$ cat src/ccr_pkg.sv
// Purpose: constants and carriers for the clock control register block
// Assumes: 8-bit register port, single 200 MHz clock
// Notes:   register offsets are word indices on the plain register port
package ccr_pkg;

    // ----------------------------------------------------------------
    // register map
    // ----------------------------------------------------------------
    localparam logic [2:0] OFS_PLL_CONTROL    = 3'h0;
    localparam logic [2:0] OFS_BW_CONTROL     = 3'h1;
    localparam logic [2:0] OFS_FB_MULT_HIGH   = 3'h2;
    localparam logic [2:0] OFS_FB_MULT_LOW    = 3'h3;
    localparam logic [2:0] OFS_VCO_LIN_RANGE  = 3'h4;
    localparam logic [2:0] OFS_REF_DIVIDER    = 3'h5;

    // pll_control fields
    localparam int BIT_LOCK_IE   = 7;
    localparam int BIT_LOCK_FLAG = 6;
    localparam int BIT_PLL_ON    = 5;
    localparam int BIT_BASE_SEL  = 4;
    localparam int POS_PRESCALER = 2;
    localparam int POS_VCO_POW2  = 0;
    // pll_bandwidth_control fields
    localparam int BIT_AUTO_BW   = 7;
    localparam int BIT_LOCK      = 6;
    localparam int BIT_PHASE     = 5;

    // ----------------------------------------------------------------
    // reset values and clock switch edge count
    // ----------------------------------------------------------------
    localparam logic [11:0] RST_FB_MULT   = 12'h040;
    localparam logic [7:0]  RST_LIN_RANGE = 8'h40;
    localparam logic [3:0]  RST_REF_DIV   = 4'h1;
    localparam logic [1:0]  SWITCH_EDGES  = 2'h3;

    typedef enum logic [0:0] {
        CK_RUN    = 1'b0,
        CK_SWITCH = 1'b1
    } ccr_ck_state_t;

    typedef struct packed {
        logic [2:0] addr;
        logic [7:0] wdata;
        logic       wr;
        logic       rd;
    } ccr_bus_req_t;

    // settings handed to the analog loop
    typedef struct packed {
        logic        pll_enable;
        logic [1:0]  prescaler;
        logic [1:0]  vco_pow2_range;
        logic        auto_bandwidth;
        logic        manual_phase;
        logic [11:0] feedback_multiplier;
        logic [7:0]  linear_range_multiplier;
        logic [3:0]  reference_divide_select;
    } ccr_pll_cfg_t;

endpackage : ccr_pkg

$ cat src/ccr_clock_regs.sv
// Purpose: register set and base clock selector of the PLL clock generator
// Assumes: oscillator and divided VCO clocks arrive as sampled levels below 100 MHz
// Notes:   base clock out is a sampled-domain divide-by-two, not a clock tree cell
`timescale 1ns/1ps

module ccr_clock_regs
    import ccr_pkg::*;
(
    input  wire logic                clk,
    input  wire logic                srst,
    input  wire ccr_pkg::ccr_bus_req_t bus_req,
    output logic [7:0]               rd_data,
    input  wire logic                oscillator_clock,
    input  wire logic                divided_vco_clock,
    input  wire logic                pll_locked,
    input  wire logic                pll_tracking,
    output logic                     base_clock_out,
    output logic                     lock_irq,
    output ccr_pkg::ccr_pll_cfg_t    pll_cfg
);

    // ----------------------------------------------------------------
    // state
    // ----------------------------------------------------------------
    typedef struct packed {
        logic          lock_ie;
        logic          lock_flag;
        logic          pll_on;
        logic          base_sel;
        logic [1:0]    prescaler;
        logic [1:0]    vco_pow2;
        logic          auto_bw;
        logic          lock;
        logic          manual_phase;
        logic [11:0]   fb_mult;
        logic [7:0]    lin_range;
        logic [3:0]    ref_div;
        logic [7:0]    rdata;
        logic [2:0]    osc_sync;
        logic [2:0]    vco_sync;
        logic [1:0]    lock_sync;
        logic [1:0]    trk_sync;
        ccr_ck_state_t ck_state;
        logic          active_sel;
        logic [1:0]    osc_cnt;
        logic [1:0]    vco_cnt;
        logic          base_clk;
        logic          irq;
        ccr_pll_cfg_t  cfg;
    } ccr_state_t;

    localparam ccr_state_t STATE_RESET = '{
        lock_ie:      1'b0,
        lock_flag:    1'b0,
        pll_on:       1'b1,
        base_sel:     1'b0,
        prescaler:    2'h0,
        vco_pow2:     2'h0,
        auto_bw:      1'b0,
        lock:         1'b0,
        manual_phase: 1'b0,
        fb_mult:      RST_FB_MULT,
        lin_range:    RST_LIN_RANGE,
        ref_div:      RST_REF_DIV,
        rdata:        8'h00,
        osc_sync:     3'h0,
        vco_sync:     3'h0,
        lock_sync:    2'h0,
        trk_sync:     2'h0,
        ck_state:     CK_RUN,
        active_sel:   1'b0,
        osc_cnt:      2'h0,
        vco_cnt:      2'h0,
        base_clk:     1'b0,
        irq:          1'b0,
        cfg:          '{pll_enable: 1'b1,
                        prescaler: 2'h0,
                        vco_pow2_range: 2'h0,
                        auto_bandwidth: 1'b0,
                        manual_phase: 1'b0,
                        feedback_multiplier: RST_FB_MULT,
                        linear_range_multiplier: RST_LIN_RANGE,
                        reference_divide_select: RST_REF_DIV}
    };

    ccr_state_t state_reg;
    ccr_state_t state_next;

    logic       wr_ctl;
    logic       wr_bw;
    logic       rd_ctl;
    logic [7:0] wd;
    logic       osc_rise;
    logic       vco_rise;
    logic       src_rise;
    logic       lock_now;
    logic       range_zero;
    logic [7:0] ctl_view;
    logic [7:0] bw_view;

    always_comb begin
        state_next = state_reg;
        wd         = bus_req.wdata;
        wr_ctl     = bus_req.wr && (bus_req.addr == OFS_PLL_CONTROL);
        wr_bw      = bus_req.wr && (bus_req.addr == OFS_BW_CONTROL);
        rd_ctl     = bus_req.rd && (bus_req.addr == OFS_PLL_CONTROL);

        // ------------------------------------------------------------
        // input synchronisers; only stage two onward is looked at
        // ------------------------------------------------------------
        state_next.osc_sync  = {state_reg.osc_sync[1:0], oscillator_clock};
        state_next.vco_sync  = {state_reg.vco_sync[1:0], divided_vco_clock};
        state_next.lock_sync = {state_reg.lock_sync[0], pll_locked};
        state_next.trk_sync  = {state_reg.trk_sync[0], pll_tracking};
        osc_rise = state_reg.osc_sync[1] && !state_reg.osc_sync[2];
        vco_rise = state_reg.vco_sync[1] && !state_reg.vco_sync[2];

        // ------------------------------------------------------------
        // lock indicator and change flag
        // ------------------------------------------------------------
        lock_now = state_reg.auto_bw && state_reg.lock_sync[1];
        state_next.lock = lock_now;
        if (!state_reg.auto_bw) begin
            state_next.lock_flag = 1'b0;
        end else if (lock_now != state_reg.lock) begin
            state_next.lock_flag = 1'b1; // set beats a same-cycle read clear
        end else if (rd_ctl) begin
            state_next.lock_flag = 1'b0;
        end

        // ------------------------------------------------------------
        // read views
        // ------------------------------------------------------------
        ctl_view = {state_reg.lock_ie && state_reg.auto_bw,
                    state_reg.lock_flag && state_reg.auto_bw,
                    state_reg.pll_on,
                    state_reg.base_sel,
                    state_reg.prescaler,
                    state_reg.vco_pow2};
        bw_view  = {state_reg.auto_bw,
                    state_reg.lock,
                    state_reg.auto_bw ? state_reg.trk_sync[1] : state_reg.manual_phase,
                    5'h00};

        // ------------------------------------------------------------
        // register reads, data one cycle later, unmapped reads 0
        // ------------------------------------------------------------
        state_next.rdata = 8'h00;
        if (bus_req.rd) begin
            unique case (bus_req.addr)
                OFS_PLL_CONTROL:   state_next.rdata = ctl_view;
                OFS_BW_CONTROL:    state_next.rdata = bw_view;
                OFS_FB_MULT_HIGH:  state_next.rdata = {4'h0, state_reg.fb_mult[11:8]};
                OFS_FB_MULT_LOW:   state_next.rdata = state_reg.fb_mult[7:0];
                OFS_VCO_LIN_RANGE: state_next.rdata = state_reg.lin_range;
                OFS_REF_DIVIDER:   state_next.rdata = {4'h0, state_reg.ref_div};
                default:           state_next.rdata = 8'h00;
            endcase
        end

        // ------------------------------------------------------------
        // register writes; every guard looks at current values only,
        // so power and select can both change in one write
        // ------------------------------------------------------------
        if (wr_ctl) begin
            if (state_reg.auto_bw) begin
                state_next.lock_ie = wd[BIT_LOCK_IE];
            end
            if (wd[BIT_PLL_ON] || !state_reg.base_sel) begin
                state_next.pll_on = wd[BIT_PLL_ON];
            end
            if (!wd[BIT_BASE_SEL] || (state_reg.pll_on && state_reg.lin_range != 8'h00)) begin
                state_next.base_sel = wd[BIT_BASE_SEL];
            end
            if (!state_reg.pll_on) begin
                state_next.prescaler = wd[POS_PRESCALER +: 2];
                state_next.vco_pow2  = wd[POS_VCO_POW2 +: 2];
            end
        end

        if (wr_bw) begin
            state_next.auto_bw = wd[BIT_AUTO_BW];
            // manual value survives auto mode untouched
            if (!state_reg.auto_bw) begin
                state_next.manual_phase = wd[BIT_PHASE];
            end
        end

        if (bus_req.wr && !state_reg.pll_on) begin
            unique case (bus_req.addr)
                OFS_FB_MULT_HIGH:  state_next.fb_mult[11:8] = wd[3:0];
                OFS_FB_MULT_LOW:   state_next.fb_mult[7:0]  = wd;
                OFS_VCO_LIN_RANGE: state_next.lin_range     = wd;
                OFS_REF_DIVIDER:   state_next.ref_div       = wd[3:0];
                default:           state_next.ref_div       = state_reg.ref_div;
            endcase
        end

        // zero range forces the oscillator back in
        if (state_reg.lin_range == 8'h00) begin
            state_next.base_sel = 1'b0;
        end

        // ------------------------------------------------------------
        // base clock selector
        // ------------------------------------------------------------
        // sources are sampled at 200 MHz, so each must stay below half
        // that rate; the output edge lags the source by three cycles
        src_rise = state_reg.active_sel ? vco_rise : osc_rise;
        unique case (state_reg.ck_state)
            CK_RUN: begin
                if (src_rise) begin
                    state_next.base_clk = !state_reg.base_clk;
                end
                if (state_reg.base_sel != state_reg.active_sel) begin
                    state_next.ck_state = CK_SWITCH;
                    state_next.osc_cnt  = 2'h0;
                    state_next.vco_cnt  = 2'h0;
                end
            end
            CK_SWITCH: begin
                // output held while both sources show three edges
                if (osc_rise && state_reg.osc_cnt != SWITCH_EDGES) begin
                    state_next.osc_cnt = state_reg.osc_cnt + 2'h1;
                end
                if (vco_rise && state_reg.vco_cnt != SWITCH_EDGES) begin
                    state_next.vco_cnt = state_reg.vco_cnt + 2'h1;
                end
                if (state_reg.osc_cnt == SWITCH_EDGES && state_reg.vco_cnt == SWITCH_EDGES) begin
                    state_next.active_sel = state_reg.base_sel;
                    state_next.ck_state   = CK_RUN;
                end
            end
        endcase

        // ------------------------------------------------------------
        // registered outputs
        // ------------------------------------------------------------
        state_next.irq = state_next.lock_flag && state_next.lock_ie
                         && state_next.auto_bw;
        state_next.cfg.pll_enable = state_next.pll_on
                                    && state_next.lin_range != 8'h00;
        state_next.cfg.prescaler      = state_next.prescaler;
        state_next.cfg.vco_pow2_range = state_next.vco_pow2;
        state_next.cfg.auto_bandwidth = state_next.auto_bw;
        state_next.cfg.manual_phase   = state_next.manual_phase;
        state_next.cfg.feedback_multiplier =
            (state_next.fb_mult == 12'h000) ? 12'h001 : state_next.fb_mult;
        state_next.cfg.linear_range_multiplier = state_next.lin_range;
        state_next.cfg.reference_divide_select =
            (state_next.ref_div == 4'h0) ? 4'h1 : state_next.ref_div;
    end

    always_ff @(posedge clk) begin
        if (srst) begin
            state_reg <= STATE_RESET;
        end else begin
            state_reg <= state_next;
        end
    end

    assign rd_data        = state_reg.rdata;
    assign base_clock_out = state_reg.base_clk;
    assign lock_irq       = state_reg.irq;
    assign pll_cfg        = state_reg.cfg;

endmodule : ccr_clock_regs

$ cat config.mk
export PLATFORM = sky130hd
export DESIGN_NAME = ccr_clock_regs
export DESIGN_NICKNAME = d
export VERILOG_FILES = /design/src/ccr_pkg.sv /design/src/ccr_clock_regs.sv
export SDC_FILE = /design/constraint.sdc
export NUM_CORES = 1
export LEC_CHECK = 0
export ABC_AREA = 1
export BUFFER_PORTS_ARGS = -buffer_cell sky130_fd_sc_hd__buf_2
export CAP_MARGIN = 10
export CORE_AREA = 2 2 82 103
export CTS_BUF_LIST = sky130_fd_sc_hd__clkbuf_8
export CTS_CLUSTER_SIZE = 24
export DETAILED_ROUTE_END_ITERATION = 12
export DIE_AREA = 0 0 84 105
export GPL_TIMING_DRIVEN = 0
export PLACE_DENSITY = 0.75
export SETUP_SLACK_MARGIN = 0.1
export SLEW_MARGIN = 20
export SYNTH_ARGS = -nofsm -noshare
export SYNTH_HDL_FRONTEND = slang
export SYNTH_SLANG_ARGS = --single-unit
$ cat constraint.sdc
create_clock -name clk -period 4.26 [get_ports clk]
set_input_delay 0.639 -clock clk [delete_from_list [all_inputs] [get_ports clk]]
set_output_delay 0.639 -clock clk [all_outputs]
set_load 0.005 [all_outputs]
### Word level (Yosys, flattened, before mapping)

Cells that the tools add are included.
Widths: inputs -> output; s select.

| storage, ports and cells | value |
|---|---|
| register bits | 78 |
| input bits | 19 |
| output and inout bits | 41 |
| logic and storage cells | 116 |

| operators by class | value |
|---|---|
| add/subtract/negate cells | 2 |
| equal/unequal tests | 14 |
| multiplexer cells | 28 |
| bitwise operators | 4 |
| reduce and logical (&&, ||, !) cells | 41 |

Operators by type and width:

| operator | count |
|---|---|
| $pmux 8 s6 | 1 |
| $mux 24 | 1 |
| $logic_and 1x1->1 | 16 |
| $mux 4 | 4 |
| $mux 8 | 2 |
| $reduce_bool 8->1 | 2 |
| $reduce_and 2->1 | 7 |
| $mux 1 | 13 |
| $logic_not 12->1 | 1 |
| $logic_not 8->1 | 1 |
| $pmux 4 s2 | 1 |
| $reduce_or 2->1 | 4 |
| $mux 7 | 1 |
| $eq 3x2->1 const B | 2 |
| $eq 3x3->1 const B | 2 |
| $logic_not 1->1 | 6 |
| $mux 2 | 3 |
| $mux 6 | 1 |
| $ne 2x2->1 const B | 3 |
| $add 2x1->2 const B | 2 |
| $eq 2x2->1 const B | 2 |
| $logic_not 4->1 | 1 |
| $ne 2x1->1 const B | 2 |
| $not 1->1 | 4 |
| 5 further kinds | 7 |

### Depth between registers and ports, before layout

| depth | value |
|---|---|
| depth in word-level cells | 7 |
| depth in mapped cells | 11 |
| gate-level depth less buffers | 10 |

### Worst setup path before layout

Ideal clock, no wire load.

| timing path | value |
|---|---|
| path kind | input-to-reg |
| start | input port bus_req[11] (netlist name) |
| end | register state_reg (netlist bit pll_cfg[30]) |
| setup time | 0.124 ns |
| data arrival time | 1.496 ns |
| data required time | 4.136 ns |
| setup slack | 2.640 ns |
| stages | 9 |
| path buffers | 1 |
| cell sequence | nor2_2 -> nand3_4 -> buf_6 -> o21ai_1 -> nand2_1 -> nor2_1 -> nand2_1 -> nand2_1 -> nand2_1 |

| between the ends | value |
|---|---|
| word-level cells in the longest chain between the ends | 5 |
| elaborated cells between the ends (all ways) | 8 |
| classes of those cells | eq/ne: 1; mux: 3; reduce/logical: 4 |

RTL lines:

| what | line | source |
|---|---|---|
| start: declaration | ccr_clock_regs.sv:11 | `input wire ccr_pkg::ccr_bus_req_t bus_req,` |
| $eq 3x3->1 | ccr_clock_regs.sv:190 | `unique case (bus_req.addr)` |
| $mux 8 | ccr_clock_regs.sv:190 |  |
| $mux 24 | ccr_clock_regs.sv:189 | `if (bus_req.wr && !state_reg.pll_on) begin` |
| $reduce_bool 8->1 | ccr_clock_regs.sv:242 | `&& state_next.lin_range != 8'h00;` |
| $logic_and 1x1->1 (*) | ccr_clock_regs.sv:242 |  |
| end signal: assignment | ccr_clock_regs.sv:258 | `state_reg <= state_next;` |
| end: declaration | ccr_clock_regs.sv:86 | `ccr_state_t state_reg;` |

Mark *: on every way between the ends. The rest lies on a longest branch, timed or not. The select of a mux whose other input is x is not followed.
A chain may end at the register's enable or synchronous reset.

==> run metrics <==
# diodes 0; RSZ-0062 raised after global routing no; switching share of total power 22.8%; clock transition at the registers of the reported paths 0.07 ns; via count 3010; initial antenna violation count 0; IO Port Bufs 58; NetSw 313 uW; Pint 1.06 mW; endpoints failing hold 0; max-slew violation count 0; Tcrit/Tclk final 40.2%; share of layout cells above drive strength 1 26.2%; cell taking the most area after synthesis dfxtp_1; skew final 0.00792 ns; static leakage 2.03 nW; clock root buffer clkbuf_8; TritonCTS clock tree built; total overflow reported by the global router 0; drt first pass iters 5; area growth from synthesis to layout 18.0%; DP HPWL 5840 um; Syn Std Cell Area 3380 sq um; Hold Path Class reg2reg; drt wl/cell 12.7 um; CP most frequent cell clkbuf_1; CP Max Fanout 10; crit path DAT 1.99 ns; sequential element share of the synthesized area 46.2%; total wire length 7800 um; FF-to-FF setup slack 2.69 ns; layout net count 535; Die Span Y 105 um; mux share of post-synthesis cell area 0%; YS warnings 0; Synth top area share 46.2%; CP max-delay cell clkbuf_1; crit path time final 1.71 ns; max frequency 584 MHz; most common cell after layout, fill and taps aside dfxtp_1; Hold Crit Start state_next[40]; Clock Path Buffers 2; Comb pwr share 5.9%; Largest stage delay, worst path 0.50 ns; Worst Setup End Kind register; I/O Pins 60; XOR/XNOR Fraction of Synth Area 0.259%; status finished, final reports clean; Hold-fix buffers, CTS 0; reg-to-reg endpoint pll_cfg[30]; Top delay family on crit path buffers and inverters; DIE AREA 8820 sq um; worst slack at placement 2.23 ns; Final setup violation count 0; Total Routing Usage GR 18.3%; Synth Area in Compound Gates 11.5%; sequential power share 54.1%; Clock power frac 40.0%; area share of fa/ha/maj cells after synthesis 0.741%; Crit Path Category in2reg; Reg2Reg Depth 9; cell count after synthesis 445; synthesized net count 466; largest net degree at the start of global routing 13; synth unique cells 35; CP Buf/Inv Count 3; Worst Hold End state_reg[40]; Mapped Avg Cell Area 7.59 sq um; vias in the first global route 2866; vias per inst 4.90; H-tree levels 3; startpoint class of the critical path input pin; largest family of logic cells by synthesized area simple AND/OR/NAND/NOR gates; post-synthesis simple-gate area fraction 24.2%; Worst Path Required 4.54 ns; max reg flops 31; Final ANT Viol Nets 0; crit path cell chain clkbuf_1 > inv_1 > clkbuf_1 > o21ai_0 > a21oi_1; first-pass GRT wire length 12800 um; worst slew pin tran 0.598 ns; clock sinks 78; Worst VDD drop 230 uV; DRT iter0 DRCs 186; setup TNS 0 ns; WHS Path Cells 2; most frequent cells in the layout 78 x dfxtp_1, 74 x nand2_1, 73 x nor2_1; Residual DRC 0; top post-synthesis cells by area dfxtp_1 46%, buf_4 8.7%, nand2_1 8.2%; Starting Density 43.4%; Post-CTS Resized 0; total core area 7790 sq um; standard-cell rows 36; worst rel slew slack 60.1%; global placer's final weighted congestion 0.874; Max Cap Viol 0; worst r2r src ctl_view[5]; post-route setup slack 2.55 ns; TritonCTS buffer count 9; die width 84 um; clk_lat worst skew 0.35 ns; PD cells 345 nW/um^2; Seq cells post-synth 78; Post-CTS Setup Inserts 0
-- power by group through the flow --
| stage | clock (mW) | combinational (mW) | sequential [mW] |
|---|---|---|---|
| after floorplan | 0 | 0.0472 | 0.759 |
| after global placement | 0 | 0.0789 | 0.760 |
| after detailed placement | 0 | 0.0802 | 0.760 |
| after CTS | 0.562 | 0.0808 | 0.743 |
| after global routing | 0.595 | 0.0899 | 0.744 |
| final | 0.549 | 0.0817 | 0.743 |
-- cells by family (layout without fill, tap and decap cells) --
group / count (synthesis) / in the layout
fa+ha+maj: 2 / 2
simple gates: 182 / 182
xor+xnor: 1 / 1
compound gates: 69 / 69
buf+inv: 113 / 187
flops: 78 / 78
-- worst reg2reg max path, stage by stage, from the launching register on --
cell     delay [ns]
dfxtp_1        0.41
nor2_8         0.23
nand3_4        0.13
buf_6          0.16
o21ai_1        0.17
nand2_1        0.08
nor2_1         0.10
nand2_1        0.05
nand2_1        0.05
nand2_1        0.04
-- metrics by stage --
stage | utilization, % | cell area, sq um | total power, mW | hold WS [ns] | instances
6_report | 51.2 | 3990 | 1.37 | 0.406 | 614
5_1_grt | 51.2 | 3990 | 1.43 | 0.426 | 614
4_1_cts | 51.2 | 3990 | 1.39 | 0.410 | 614
3_5_place_dp | 48.6 | 3790 | 0.840 | 0.397 | 598
3_3_place_gp | 48.6 | 3790 | 0.838 | 0.391 | 598
2_1_floorplan | - | 3380 | 0.806 | 0.388 | 445
-- cell type report --
| class | count | area (sq um) |
|---|---|---|
| plain buffers | 47 | 330 |
| well taps | 95 | 119 |
| fillers | 756 | 3800 |
| repair buffers | 58 | 290 |
| clock inverters | 5 | 48.8 |
| flip-flops and latches | 78 | 1560 |
| inverters | 66 | 248 |
| multi-input cells | 254 | 1240 |
| clock buffers | 11 | 151 |
-- worst max-delay path by stage --
| stage | start | endpoint | slack [ns] | cells after the start |
|---|---|---|---|---|
| 4_1_cts | pll_cfg[25] | pll_cfg[25] | 2.56 | 2 |
| 3_3_place_gp | srst | base_clock_out | 2.20 | 5 |
| 3_5_place_dp | srst | base_clock_out | 2.23 | 5 |
| 6_report | srst | base_clock_out | 2.55 | 5 |
| 5_1_grt | srst | pll_cfg[29] | 2.44 | 5 |
| 2_1_floorplan | bus_req[11] | pll_cfg[30] | 2.64 | 9 |
-- synth_stat cells --
| library cell | instances |
|---|---|
| a211oi_1 | 4 |
| a21oi_1 | 17 |
| a221oi_1 | 1 |
| buf_4 | 39 |
| buf_6 | 1 |
| clkbuf_1 | 7 |
| dfxtp_1 | 78 |
| ha_1 | 2 |
| inv_1 | 60 |
| inv_2 | 6 |
| nand2_1 | 74 |
| nand2_2 | 3 |
| nand2_4 | 1 |
| nand3_1 | 8 |
| nand3_2 | 2 |
| nand3_4 | 2 |
| nand3b_1 | 1 |
| nand4_1 | 3 |
| nor2_1 | 73 |
| nor2_2 | 2 |
| nor2_4 | 2 |
| nor2_8 | 1 |
| nor3_1 | 6 |
| nor3_2 | 1 |
| o211ai_1 | 1 |
| o21a_1 | 1 |
| o21ai_0 | 22 |
| o21ai_1 | 8 |
| o21ai_2 | 1 |
| o21bai_1 | 1 |
| o22ai_1 | 12 |
| o31ai_1 | 1 |
| or2_1 | 1 |
| or2_2 | 2 |
| xor2_1 | 1 |
-- layer usage --
metal  share of wire [%]  global-route usage (%)
met5                   0                       0
met4                 4.2                    10.0
met3                 7.0                    4.66
met2                  48                    31.3
met1                  41                    20.6
(Power assumes the default switching activity.)
